File: config.mk
export PLATFORM = sky130hd
export DESIGN_NAME = nvs_ctrl
export DESIGN_NICKNAME = d
export VERILOG_FILES = /design/src/core/nvs_pkg.sv /design/src/core/nvs_ctrl.sv
export SDC_FILE = /design/constraint.sdc
export NUM_CORES = 1
export LEC_CHECK = 0
export BUFFER_PORTS_ARGS = -buffer_cell sky130_fd_sc_hd__buf_2
export CAP_MARGIN = 5
export CORE_ASPECT_RATIO = 0.6
export CORE_MARGIN = 5
export CORE_UTILIZATION = 45
export CTS_CLUSTER_DIAMETER = 50
export DETAILED_ROUTE_END_ITERATION = 16
export PLACE_DENSITY = 0.7
export REMOVE_ABC_BUFFERS = 1
export SYNTH_ARGS = -nofsm -noshare
export SYNTH_HDL_FRONTEND = slang
export SYNTH_SLANG_ARGS = --single-unit
File: constraint.sdc
create_clock -name clk -period 66.8 [get_ports clk]
set_input_delay 0 -clock clk [delete_from_list [all_inputs] [get_ports clk]]
set_output_delay 0 -clock clk [all_outputs]
set_load 0.05 [all_outputs]
File: src/core/nvs_pkg.sv
/*
  Package for the nested interrupt state logic: register offsets, field layouts,
  reset values, state encoding and bus carriers.
  Assumes a single AHB-Lite master with 32-bit single word transfers.
*/
// What this block does
// - Twenty-two peripheral interrupt inputs, each with its own priority 0 to 7.
// - Lower priority number means more urgent; zero is the most urgent.
// - Priority splits into group and subpriority; priorities change at run time.
// - One external non-maskable interrupt input besides the maskable lines.
// - Pulse inputs are sampled on each rising clock edge and latched.
// - Level input sampled high while not active makes the interrupt pending.
// - A rising edge on the input makes the interrupt pending.
// - Set-pending bit write or trigger register write makes the interrupt pending.
// - Service entry clears pending and moves the interrupt to active.
// - Level interrupt return samples input: pending if high, else inactive.
// - Pulse during service gives active-and-pending, then pending on return.
// - No pulse during service: pulse interrupt returns to inactive.
// - Clear-pending on level interrupt: no change if input high, else inactive.
// - Clear-pending on pulse: pending to inactive, active-and-pending to active.
// - Entry and exit stack and unstack processor state without instructions.
package nvs_pkg;

  localparam int NUM_IRQ = 22;
  localparam int PRIO_W = 3;
  localparam int ID_W = 5;

  // Register byte offsets
  localparam logic [7:0] OFS_ENABLE = 8'h00;
  localparam logic [7:0] OFS_SET_PEND = 8'h04;
  localparam logic [7:0] OFS_CLR_PEND = 8'h08;
  localparam logic [7:0] OFS_ACTIVE = 8'h0C;
  localparam logic [7:0] OFS_PULSE_MODE = 8'h10;
  localparam logic [7:0] OFS_TRIGGER = 8'h14;
  localparam logic [7:0] OFS_GROUPING = 8'h18;
  localparam logic [7:0] OFS_STATUS = 8'h1C;
  localparam logic [7:0] OFS_INT_STAT = 8'h20;
  localparam logic [7:0] OFS_INT_MASK = 8'h24;
  localparam logic [7:0] OFS_PRIO0 = 8'h40;
  localparam logic [7:0] OFS_PRIO_END = 8'h58;

  // Priority bytes: 4 per word, priority in the top three bits of each byte
  localparam int PRIO_LSB = 5;
  localparam int PRIO_PER_WORD = 4;

  // Status register fields
  localparam int ST_ID_LSB = 0;
  localparam int ST_VALID_BIT = 8;
  localparam int ST_NMI_BIT = 9;
  localparam int ST_PRIO_LSB = 12;

  // Event bits for the sticky event register
  localparam int EV_PEND_NEW = 0;
  localparam int EV_NMI = 1;
  localparam int EV_W = 2;

  localparam logic [NUM_IRQ-1:0] RST_ENABLE = 22'h000000;
  localparam logic [NUM_IRQ-1:0] RST_PULSE = 22'h000000;
  localparam logic [2:0] RST_GROUPING = 3'h0;

  typedef enum logic [1:0] {
    NVS_INACTIVE,
    NVS_PENDING,
    NVS_ACTIVE,
    NVS_ACT_PEND
  } nvs_state_t;

  typedef struct packed {
    logic hsel;
    logic [31:0] haddr;
    logic [1:0] htrans;
    logic hwrite;
    logic [2:0] hsize;
    logic hready;
    logic [31:0] hwdata;
  } nvs_ahb_req_t;

  typedef struct packed {
    logic hreadyout;
    logic hresp;
    logic [31:0] hrdata;
  } nvs_ahb_rsp_t;

  typedef struct packed {
    logic valid;
    logic [ID_W-1:0] id;
    logic [PRIO_W-1:0] prio;
    logic [PRIO_W-1:0] group;
  } nvs_req_t;

endpackage

File: src/core/nvs_ctrl.sv
/*
  Nested interrupt state logic: per-line pending/active state, priorities,
  priority selection and an AHB-Lite register slave.
  Assumes the processor pulses svc_enter/svc_return for one cycle and handles
  stacking itself; interrupt lines come from other clock domains or pins.
*/
// Design decisions made here: the register offsets and the AHB-Lite register port.
`timescale 1ns/1ps
module nvs_ctrl #(
  parameter int NUM = nvs_pkg::NUM_IRQ
) (
  input wire logic clk, // Processor clock
  input wire logic rst_b, // Async reset, active low
  input wire logic ce, // Clock enable; freezes state when low
  input wire nvs_pkg::nvs_ahb_req_t ahb_req, // AHB-Lite request signals
  output nvs_pkg::nvs_ahb_rsp_t ahb_rsp, // AHB-Lite response signals
  input wire logic [NUM-1:0] irq_in, // Peripheral interrupt lines
  input wire logic nmi_in, // External non-maskable interrupt line
  input wire logic svc_enter, // Pulse: core takes the presented request
  input wire logic [4:0] svc_enter_id, // Line number being entered
  input wire logic svc_return, // Pulse: core returns from a service routine
  input wire logic [4:0] svc_return_id, // Line number being returned from
  output nvs_pkg::nvs_req_t irq_req, // Highest-urgency pending request
  output logic nmi_req, // Non-maskable request level
  output logic stack_req, // Pulse: stack state on entry
  output logic unstack_req, // Pulse: unstack state on exit
  output logic irq_out // Level: unmasked event status set
);

  // Two-flop synchronisers for lines from outside the clock domain
  logic [NUM-1:0] irq_s1_r, irq_s2_r, irq_prev_r;
  logic nmi_s1_r, nmi_s2_r, nmi_prev_r;

  // Control and state registers
  logic [NUM-1:0] enable_r, pulse_r, pend_r, act_r;
  logic [2:0] grouping_r;
  logic [nvs_pkg::PRIO_W-1:0] prio_r [NUM];
  logic [nvs_pkg::EV_W-1:0] ev_stat_r, ev_mask_r;
  logic nmi_lat_r;
  logic stack_r, unstack_r;
  nvs_pkg::nvs_req_t req_r;

  // AHB data-phase capture
  logic dp_wr_r;
  logic [7:0] dp_addr_r;
  logic [31:0] rdata_r;

  wire logic addr_phase = ahb_req.hsel && ahb_req.hready && ahb_req.htrans[1];
  wire logic wr_now = dp_wr_r;
  wire logic [31:0] wd = ahb_req.hwdata;
  wire logic wr_set = wr_now && (dp_addr_r == nvs_pkg::OFS_SET_PEND);
  wire logic wr_clr = wr_now && (dp_addr_r == nvs_pkg::OFS_CLR_PEND);
  wire logic wr_trig = wr_now && (dp_addr_r == nvs_pkg::OFS_TRIGGER);
  wire logic wr_en = wr_now && (dp_addr_r == nvs_pkg::OFS_ENABLE);
  wire logic wr_pm = wr_now && (dp_addr_r == nvs_pkg::OFS_PULSE_MODE);
  wire logic wr_grp = wr_now && (dp_addr_r == nvs_pkg::OFS_GROUPING);
  wire logic wr_ist = wr_now && (dp_addr_r == nvs_pkg::OFS_INT_STAT);
  wire logic wr_imsk = wr_now && (dp_addr_r == nvs_pkg::OFS_INT_MASK);
  wire logic wr_prio = wr_now && (dp_addr_r >= nvs_pkg::OFS_PRIO0) && (dp_addr_r < nvs_pkg::OFS_PRIO_END);
  wire logic [7:0] prio_rel = dp_addr_r - nvs_pkg::OFS_PRIO0;
  wire logic [3:0] prio_word = prio_rel[5:2];

  wire logic [NUM-1:0] rise = irq_s2_r & ~irq_prev_r;
  wire logic [NUM-1:0] trig_hot = wr_trig ? (NUM'(1) << wd[4:0]) : '0;
  wire logic [NUM-1:0] set_sw = (wr_set ? wd[NUM-1:0] : '0) | trig_hot;
  wire logic [NUM-1:0] clr_sw = wr_clr ? wd[NUM-1:0] : '0;
  wire logic [NUM-1:0] ent_hot = svc_enter ? (NUM'(1) << svc_enter_id) : '0;
  wire logic [NUM-1:0] ret_hot = svc_return ? (NUM'(1) << svc_return_id) : '0;

  logic [NUM-1:0] pend_nxt, act_nxt;
  logic [NUM-1:0] new_pend;

  // Per-line state update
  for (genvar i = 0; i < NUM; i++) begin : g_line
    // A high level line re-pends only while idle; entry in the same cycle wins
    wire logic lvl_hold = irq_s2_r[i] && !act_r[i] && !ent_hot[i];
    wire logic prio_hit = wr_prio && (prio_word == 4'(i / nvs_pkg::PRIO_PER_WORD));
    always_comb begin
      pend_nxt[i] = pend_r[i];
      act_nxt[i] = act_r[i];
      if (pulse_r[i]) begin
        if (rise[i] || set_sw[i]) begin
          pend_nxt[i] = 1'b1;
        end else if (clr_sw[i]) begin
          pend_nxt[i] = 1'b0;
        end else if (ent_hot[i]) begin
          pend_nxt[i] = 1'b0;
        end
        if (ent_hot[i]) begin
          act_nxt[i] = 1'b1;
        end else if (ret_hot[i]) begin
          act_nxt[i] = 1'b0;
        end
      end else begin
        if (lvl_hold || rise[i] || set_sw[i]) begin
          pend_nxt[i] = 1'b1;
        end else if (clr_sw[i] && !irq_s2_r[i]) begin
          pend_nxt[i] = 1'b0;
        end else if (ent_hot[i]) begin
          pend_nxt[i] = 1'b0;
        end
        if (ent_hot[i]) begin
          act_nxt[i] = 1'b1;
        end else if (ret_hot[i]) begin
          act_nxt[i] = 1'b0;
          pend_nxt[i] = irq_s2_r[i] | set_sw[i];
        end
      end
      new_pend[i] = pend_nxt[i] & ~pend_r[i];
    end

    // Priorities may be rewritten at run time; the next selection uses them at once
    always_ff @(posedge clk or negedge rst_b) begin
      if (!rst_b) begin
        prio_r[i] <= '0;
      end else if (ce && prio_hit) begin
        prio_r[i] <= wd[(i % nvs_pkg::PRIO_PER_WORD) * 8 + nvs_pkg::PRIO_LSB +: nvs_pkg::PRIO_W];
      end
    end
  end

  // Priority selection: strict less-than keeps the lowest number on ties
  // Active lines drop out here; preemption between nesting levels is the core's call
  logic sel_valid;
  logic [nvs_pkg::ID_W-1:0] sel_id;
  logic [nvs_pkg::PRIO_W-1:0] sel_prio;
  always_comb begin
    sel_valid = 1'b0;
    sel_id = '0;
    sel_prio = '1;
    for (int k = 0; k < NUM; k++) begin
      if (pend_r[k] && enable_r[k] && !act_r[k] && (!sel_valid || prio_r[k] < sel_prio)) begin
        sel_valid = 1'b1;
        sel_id = nvs_pkg::ID_W'(k);
        sel_prio = prio_r[k];
      end
    end
  end

  // Group part: bits above the grouping split; subpriority bits are masked off
  wire logic [nvs_pkg::PRIO_W-1:0] grp_mask = nvs_pkg::PRIO_W'(3'h7 << grouping_r);
  wire logic [nvs_pkg::PRIO_W-1:0] sel_group = sel_prio & grp_mask;

  // Events: new pending line, NMI edge; sticky until software writes ones
  wire logic nmi_rise = nmi_s2_r & ~nmi_prev_r;
  wire logic any_new_pend = |new_pend;
  wire logic [nvs_pkg::EV_W-1:0] ev_set = {nmi_rise, any_new_pend};
  wire logic [nvs_pkg::EV_W-1:0] ev_clr = wr_ist ? wd[nvs_pkg::EV_W-1:0] : '0;

  // Synchronisers; only the second stage is read by any logic
  always_ff @(posedge clk or negedge rst_b) begin
    if (!rst_b) begin
      irq_s1_r <= '0;
    end else if (ce) begin
      irq_s1_r <= irq_in;
    end
  end

  always_ff @(posedge clk or negedge rst_b) begin
    if (!rst_b) begin
      irq_s2_r <= '0;
    end else if (ce) begin
      irq_s2_r <= irq_s1_r;
    end
  end

  // Edge history resets to the idle low level, so no false edge follows reset
  always_ff @(posedge clk or negedge rst_b) begin
    if (!rst_b) begin
      irq_prev_r <= '0;
    end else if (ce) begin
      irq_prev_r <= irq_s2_r;
    end
  end

  always_ff @(posedge clk or negedge rst_b) begin
    if (!rst_b) begin
      nmi_s1_r <= 1'b0;
    end else if (ce) begin
      nmi_s1_r <= nmi_in;
    end
  end

  always_ff @(posedge clk or negedge rst_b) begin
    if (!rst_b) begin
      nmi_s2_r <= 1'b0;
    end else if (ce) begin
      nmi_s2_r <= nmi_s1_r;
    end
  end

  always_ff @(posedge clk or negedge rst_b) begin
    if (!rst_b) begin
      nmi_prev_r <= 1'b0;
    end else if (ce) begin
      nmi_prev_r <= nmi_s2_r;
    end
  end

  always_ff @(posedge clk or negedge rst_b) begin
    if (!rst_b) begin
      pend_r <= '0;
    end else if (ce) begin
      pend_r <= pend_nxt;
    end
  end

  always_ff @(posedge clk or negedge rst_b) begin
    if (!rst_b) begin
      act_r <= '0;
    end else if (ce) begin
      act_r <= act_nxt;
    end
  end

  always_ff @(posedge clk or negedge rst_b) begin
    if (!rst_b) begin
      req_r <= '0;
    end else if (ce) begin
      req_r <= '{valid: sel_valid, id: sel_id, prio: sel_prio, group: sel_group};
    end
  end

  // NMI held until the core enters its handler; not maskable
  always_ff @(posedge clk or negedge rst_b) begin
    if (!rst_b) begin
      nmi_lat_r <= 1'b0;
    end else if (ce) begin
      nmi_lat_r <= nmi_rise | (nmi_lat_r & ~svc_enter);
    end
  end

  always_ff @(posedge clk or negedge rst_b) begin
    if (!rst_b) begin
      stack_r <= 1'b0;
    end else if (ce) begin
      stack_r <= svc_enter;
    end
  end

  always_ff @(posedge clk or negedge rst_b) begin
    if (!rst_b) begin
      unstack_r <= 1'b0;
    end else if (ce) begin
      unstack_r <= svc_return;
    end
  end

  always_ff @(posedge clk or negedge rst_b) begin
    if (!rst_b) begin
      enable_r <= NUM'(nvs_pkg::RST_ENABLE);
    end else if (ce && wr_en) begin
      enable_r <= wd[NUM-1:0];
    end
  end

  always_ff @(posedge clk or negedge rst_b) begin
    if (!rst_b) begin
      pulse_r <= NUM'(nvs_pkg::RST_PULSE);
    end else if (ce && wr_pm) begin
      pulse_r <= wd[NUM-1:0];
    end
  end

  always_ff @(posedge clk or negedge rst_b) begin
    if (!rst_b) begin
      grouping_r <= nvs_pkg::RST_GROUPING;
    end else if (ce && wr_grp) begin
      grouping_r <= wd[2:0];
    end
  end

  always_ff @(posedge clk or negedge rst_b) begin
    if (!rst_b) begin
      ev_mask_r <= '0;
    end else if (ce && wr_imsk) begin
      ev_mask_r <= wd[nvs_pkg::EV_W-1:0];
    end
  end

  // Set beats write-one-to-clear in the same cycle
  always_ff @(posedge clk or negedge rst_b) begin
    if (!rst_b) begin
      ev_stat_r <= '0;
    end else if (ce) begin
      ev_stat_r <= (ev_stat_r & ~ev_clr) | ev_set;
    end
  end

  // AHB-Lite slave: zero wait states, always OKAY
  wire logic [31:0] st_id = 32'(req_r.id) << nvs_pkg::ST_ID_LSB;
  wire logic [31:0] st_valid = 32'(req_r.valid) << nvs_pkg::ST_VALID_BIT;
  wire logic [31:0] st_nmi = 32'(nmi_lat_r) << nvs_pkg::ST_NMI_BIT;
  wire logic [31:0] st_prio = 32'(req_r.prio) << nvs_pkg::ST_PRIO_LSB;
  wire logic [31:0] status_word = st_id | st_valid | st_nmi | st_prio;
  // Only the low address byte is decoded, so the register set repeats across the window
  wire logic [7:0] a_addr = ahb_req.haddr[7:0];
  wire logic [7:0] a_rel = a_addr - nvs_pkg::OFS_PRIO0;
  wire logic a_is_prio = (a_addr >= nvs_pkg::OFS_PRIO0) && (a_addr < nvs_pkg::OFS_PRIO_END);

  logic [31:0] prio_word_rd;
  always_comb begin
    prio_word_rd = '0;
    for (int k = 0; k < NUM; k++) begin
      if (a_rel[5:2] == 4'(k / nvs_pkg::PRIO_PER_WORD)) begin
        prio_word_rd[(k % nvs_pkg::PRIO_PER_WORD) * 8 + nvs_pkg::PRIO_LSB +: nvs_pkg::PRIO_W] = prio_r[k];
      end
    end
  end

  logic [31:0] rd_mux;
  always_comb begin
    if (a_addr == nvs_pkg::OFS_ENABLE) begin
      rd_mux = 32'(enable_r);
    end else if (a_addr == nvs_pkg::OFS_SET_PEND || a_addr == nvs_pkg::OFS_CLR_PEND) begin
      rd_mux = 32'(pend_r);
    end else if (a_addr == nvs_pkg::OFS_ACTIVE) begin
      rd_mux = 32'(act_r);
    end else if (a_addr == nvs_pkg::OFS_PULSE_MODE) begin
      rd_mux = 32'(pulse_r);
    end else if (a_addr == nvs_pkg::OFS_GROUPING) begin
      rd_mux = 32'(grouping_r);
    end else if (a_addr == nvs_pkg::OFS_STATUS) begin
      rd_mux = status_word;
    end else if (a_addr == nvs_pkg::OFS_INT_STAT) begin
      rd_mux = 32'(ev_stat_r);
    end else if (a_addr == nvs_pkg::OFS_INT_MASK) begin
      rd_mux = 32'(ev_mask_r);
    end else if (a_is_prio) begin
      rd_mux = prio_word_rd;
    end else begin
      rd_mux = '0;
    end
  end

  always_ff @(posedge clk or negedge rst_b) begin
    if (!rst_b) begin
      dp_wr_r <= 1'b0;
    end else if (ce) begin
      dp_wr_r <= addr_phase && ahb_req.hwrite;
    end
  end

  always_ff @(posedge clk or negedge rst_b) begin
    if (!rst_b) begin
      dp_addr_r <= '0;
    end else if (ce && addr_phase) begin
      dp_addr_r <= a_addr;
    end
  end

  // Read data is taken in the address phase; a read right behind a write to it sees the old value
  always_ff @(posedge clk or negedge rst_b) begin
    if (!rst_b) begin
      rdata_r <= '0;
    end else if (ce && addr_phase && !ahb_req.hwrite) begin
      rdata_r <= rd_mux;
    end
  end

  // Zero wait states and OKAY only: every access completes in its data phase
  wire logic rsp_ready = 1'b1;
  wire logic rsp_err = 1'b0;
  assign ahb_rsp = '{hreadyout: rsp_ready, hresp: rsp_err, hrdata: rdata_r};
  assign irq_req = req_r;
  assign nmi_req = nmi_lat_r;
  assign stack_req = stack_r;
  assign unstack_req = unstack_r;
  wire logic [nvs_pkg::EV_W-1:0] ev_live = ev_stat_r & ev_mask_r;
  assign irq_out = |ev_live;

endmodule // nvs_ctrl

==> metrics.cfg <==
[min_path]
hold_class=in2async

[floorplan]
die_h_um=163.9
core_um2=39030
start_util_pct=45.52
die_w_um=266.5
die_area_um2=43690
io_pins=160
fp-row-count=56

[power]
p_int_mw=0.3879
comb_power_share_pct=37.9
clock_power_share_pct=28.7
sequentialPowerShare_pct=33.4
pwr_density_cell_nw_per_um2=30.81
switching_share_pct=39.05
switchingPower_mw=0.2485
p_leak_nw=8.890
totalPowerFinal_mw=0.6364
vdd_drop_max_mv=0.02244

[cts]
clk_latency_ps=580
clock_path_buffers=3
clk_pin_slew_ps=70
cts_sinks=281
post_cts_buffers=0
cts_max_level=1
cts-buffers-inserted=30
cts_resized=0
ctsRootBufferMaster=clkbuf_16
cts_tree=done

[worst_setup_path]
cp.arrival_ps=32460
crit_family=compound AO/OA/AOI/OAI gates
cp_num_buf_inv=17
max_stage_delay_ps=830
reg2regPathDepth=150
cp_slowest_cell=a21oi_1
startpoint_type=register
cp.required_ps=67270
regToRegSetupSlack_ps=34810
worst-path-stages=150
crit_type=reg2reg
cp_max_fo=11
cp_common_cell=ha_1
crit_path_end_kind=register

[global_route]
grt_overflow_total=0
grt_pass1_wl_um=96890
first_global_vias=15690
grt_max_degree=88
antenna_found_initial=1
grt_usage_pct=28.68

[logic_synthesis]
yosys_warnings=0
synth.area.top_cells=dfrtp_1 40%, mux2_2 12%, a21oi_1 4.3%
seq_area_frac_synth_pct=39.58
netlist_area_um2=17770
synth-compound-area-share_pct=21.16
avgSynthCellArea_um2=9.506
synthArstFlopShare_pct=100.0
synth.most_common_cell=dfrtp_1
synth_adder_area_share_pct=1.803
synthCells=1869
yosysTopAreaCell=dfrtp_1
synth_edf_count=0
ys_ff_latch=281
synth_top_family_by_area=compound AO/OA/AOI/OAI gates
synth_simple_gate_area_share_pct=17.30
netlist.area_leader.share_pct=39.58
yosys-top-cells-count=281 x dfrtp_1, 197 x mux2_2, 195 x nand2_1
yosysUniqueCellTypes=103
synthMuxAreaShare_pct=16.58
synth-xor-area-share_pct=0
synth_flop_cell=dfrtp_1

[finish]
post-route-util_pct=52.92
nNetsFinal=2155
syn_to_final_growth_pct=16.25
layout-drive-gt1-share_pct=22.74
layoutNonFillerInstCount=2567
n_antenna_cell=0
finalInstanceArea_um2=20650

[place]
dp_cells=2436
gp_congestion=0.9555
numPortBuffers=119
dpl.hpwl_um=46690
dpl_cell_area_um2=18810

[timing]
worstMarginPinSlew_ps=1438
finalHoldViolCount=0
fin_setup_tns_ps=0
rsz0062_at_grt=no
slew_violations=0
period_minus_slack_ps=31990
slew_headroom_pct=3.893
period_share_pct=47.89
setup_viol=0
fmax_mhz=31.26
fin_skew_ps=15.92

[detailed_routing]
drc=0
vias=16370
avgViaCountPerCell=6.379
ant_nets=0
drtIter0Drc=2409
firstDrtPassIters=7
wl_per_cell_um=24.83
drt-total-wl_um=63740

[outcome]
outcome=finished clean

[run]
drv_cap=0

path summary, 6_finish.rpt:
path,start,end
min,rst_b,irq_s1_r[1]$_DFFE_PN0P_
min reg2reg,rdata_r[3]$_DFFE_PN0P_,rdata_r[3]$_DFFE_PN0P_
min in group clk,svc_enter_id[3],act_r[3]$_DFFE_PN0P_
max reg2reg,pend_r[0]$_DFFE_PN0P_,irq_req[3]$_DFFE_PN0P_
max in group asynchronous,rst_b,irq_s2_r[14]$_DFFE_PN0P_
max,pend_r[0]$_DFFE_PN0P_,irq_req[3]$_DFFE_PN0P_
timing repair:
item,CTS,global route
hold buffers,75,0
hold endpoints to repair,244,0
endpoints found under the setup margin,0,0
cells by family after synthesis:
group / after synthesis
compound gates: 547
fa+ha+maj: 26
buf+inv: 150
flops: 281
mux: 256
other cells: 2
simple gates: 607
routing by layer:
layer	part of all wire, %	vias up	track usage [%]
met1	45	8082	43.48
met2	38	952	38.01
met3	15	104	11.63
met5	0	-	0
met4	2.4	0	6.350
li1	-	7236	-
worst min-delay path, stage by stage:
cell and delay [ps]:
dlygate4sd3_1 560, buf_8 150, buf_16 290
sequential cells by signal (all words and copies together) (netlist names), 2 cells and up:
name	cells
act_r	22
dp_addr_r	8
enable_r	22
ev_mask_r	2
ev_stat_r	2
grouping_r	3
irq_prev_r	22
irq_req	12
irq_s1_r	22
irq_s2_r	22
pend_r	22
prio_r	66
pulse_r	22
rdata_r	27
layout by cell type, fill, tap and decap left out, types with 9 or more instances in the layout:
cell type,netlist,layout
a2111oi_0,23,22
a211oi_1,17,17
a21o_1,22,22
a21oi_1,154,154
a222oi_1,11,11
a22o_1,16,16
a31oi_1,9,9
a32oi_1,9,9
and2_1,18,18
and3_1,14,14
buf_2,2,116
buf_4,16,24
clkbuf_16,0,31
dfrtp_1,281,281
dlygate4sd3_1,0,74
ha_1,24,24
inv_1,47,47
mux2_2,197,197
mux2i_1,43,43
mux4_2,9,9
nand2_1,195,195
nand2b_1,51,50
nand3_1,39,38
nand3b_1,29,29
nor2_1,127,126
nor2b_1,36,35
nor3_1,23,21
nor3b_1,16,14
nor4_1,9,9
o211ai_1,11,11
o21ai_0,122,122
o22ai_1,28,28
per-stage QoR:
stage | worst slack (ps) | hold WS [ps]
global placement | 36080 | -24.05
detailed placement | 35600 | -20.07
floorplan | 40140 | -295.6
finish | 34810 | 22.53
global route | 32440 | 43.94
CTS | 35450 | 1.964
power groups by stage:
| stage | clock [mW] | combinational [mW] | sequential, mW |
|---|---|---|---|
| after floorplan | 0 | 0.154 | 0.216 |
| after global placement | 0 | 0.225 | 0.213 |
| after detailed placement | 0 | 0.229 | 0.214 |
| after CTS | 0.184 | 0.234 | 0.211 |
| after global routing | 0.192 | 0.260 | 0.214 |
| final | 0.183 | 0.241 | 0.213 |
cell type report:
| type | instances | area [um2] |
|---|---|---|
| clock buffer | 39 | 855.8 |
| clock inverter | 17 | 216.5 |
| fill | 3511 | 18370 |
| inverter | 48 | 180.2 |
| multi-input combinational | 1443 | 10160 |
| sequential | 281 | 7032 |
| tap | 522 | 653.1 |
| timing repair buffer | 217 | 1555 |
(Power assumes the default switching activity.)
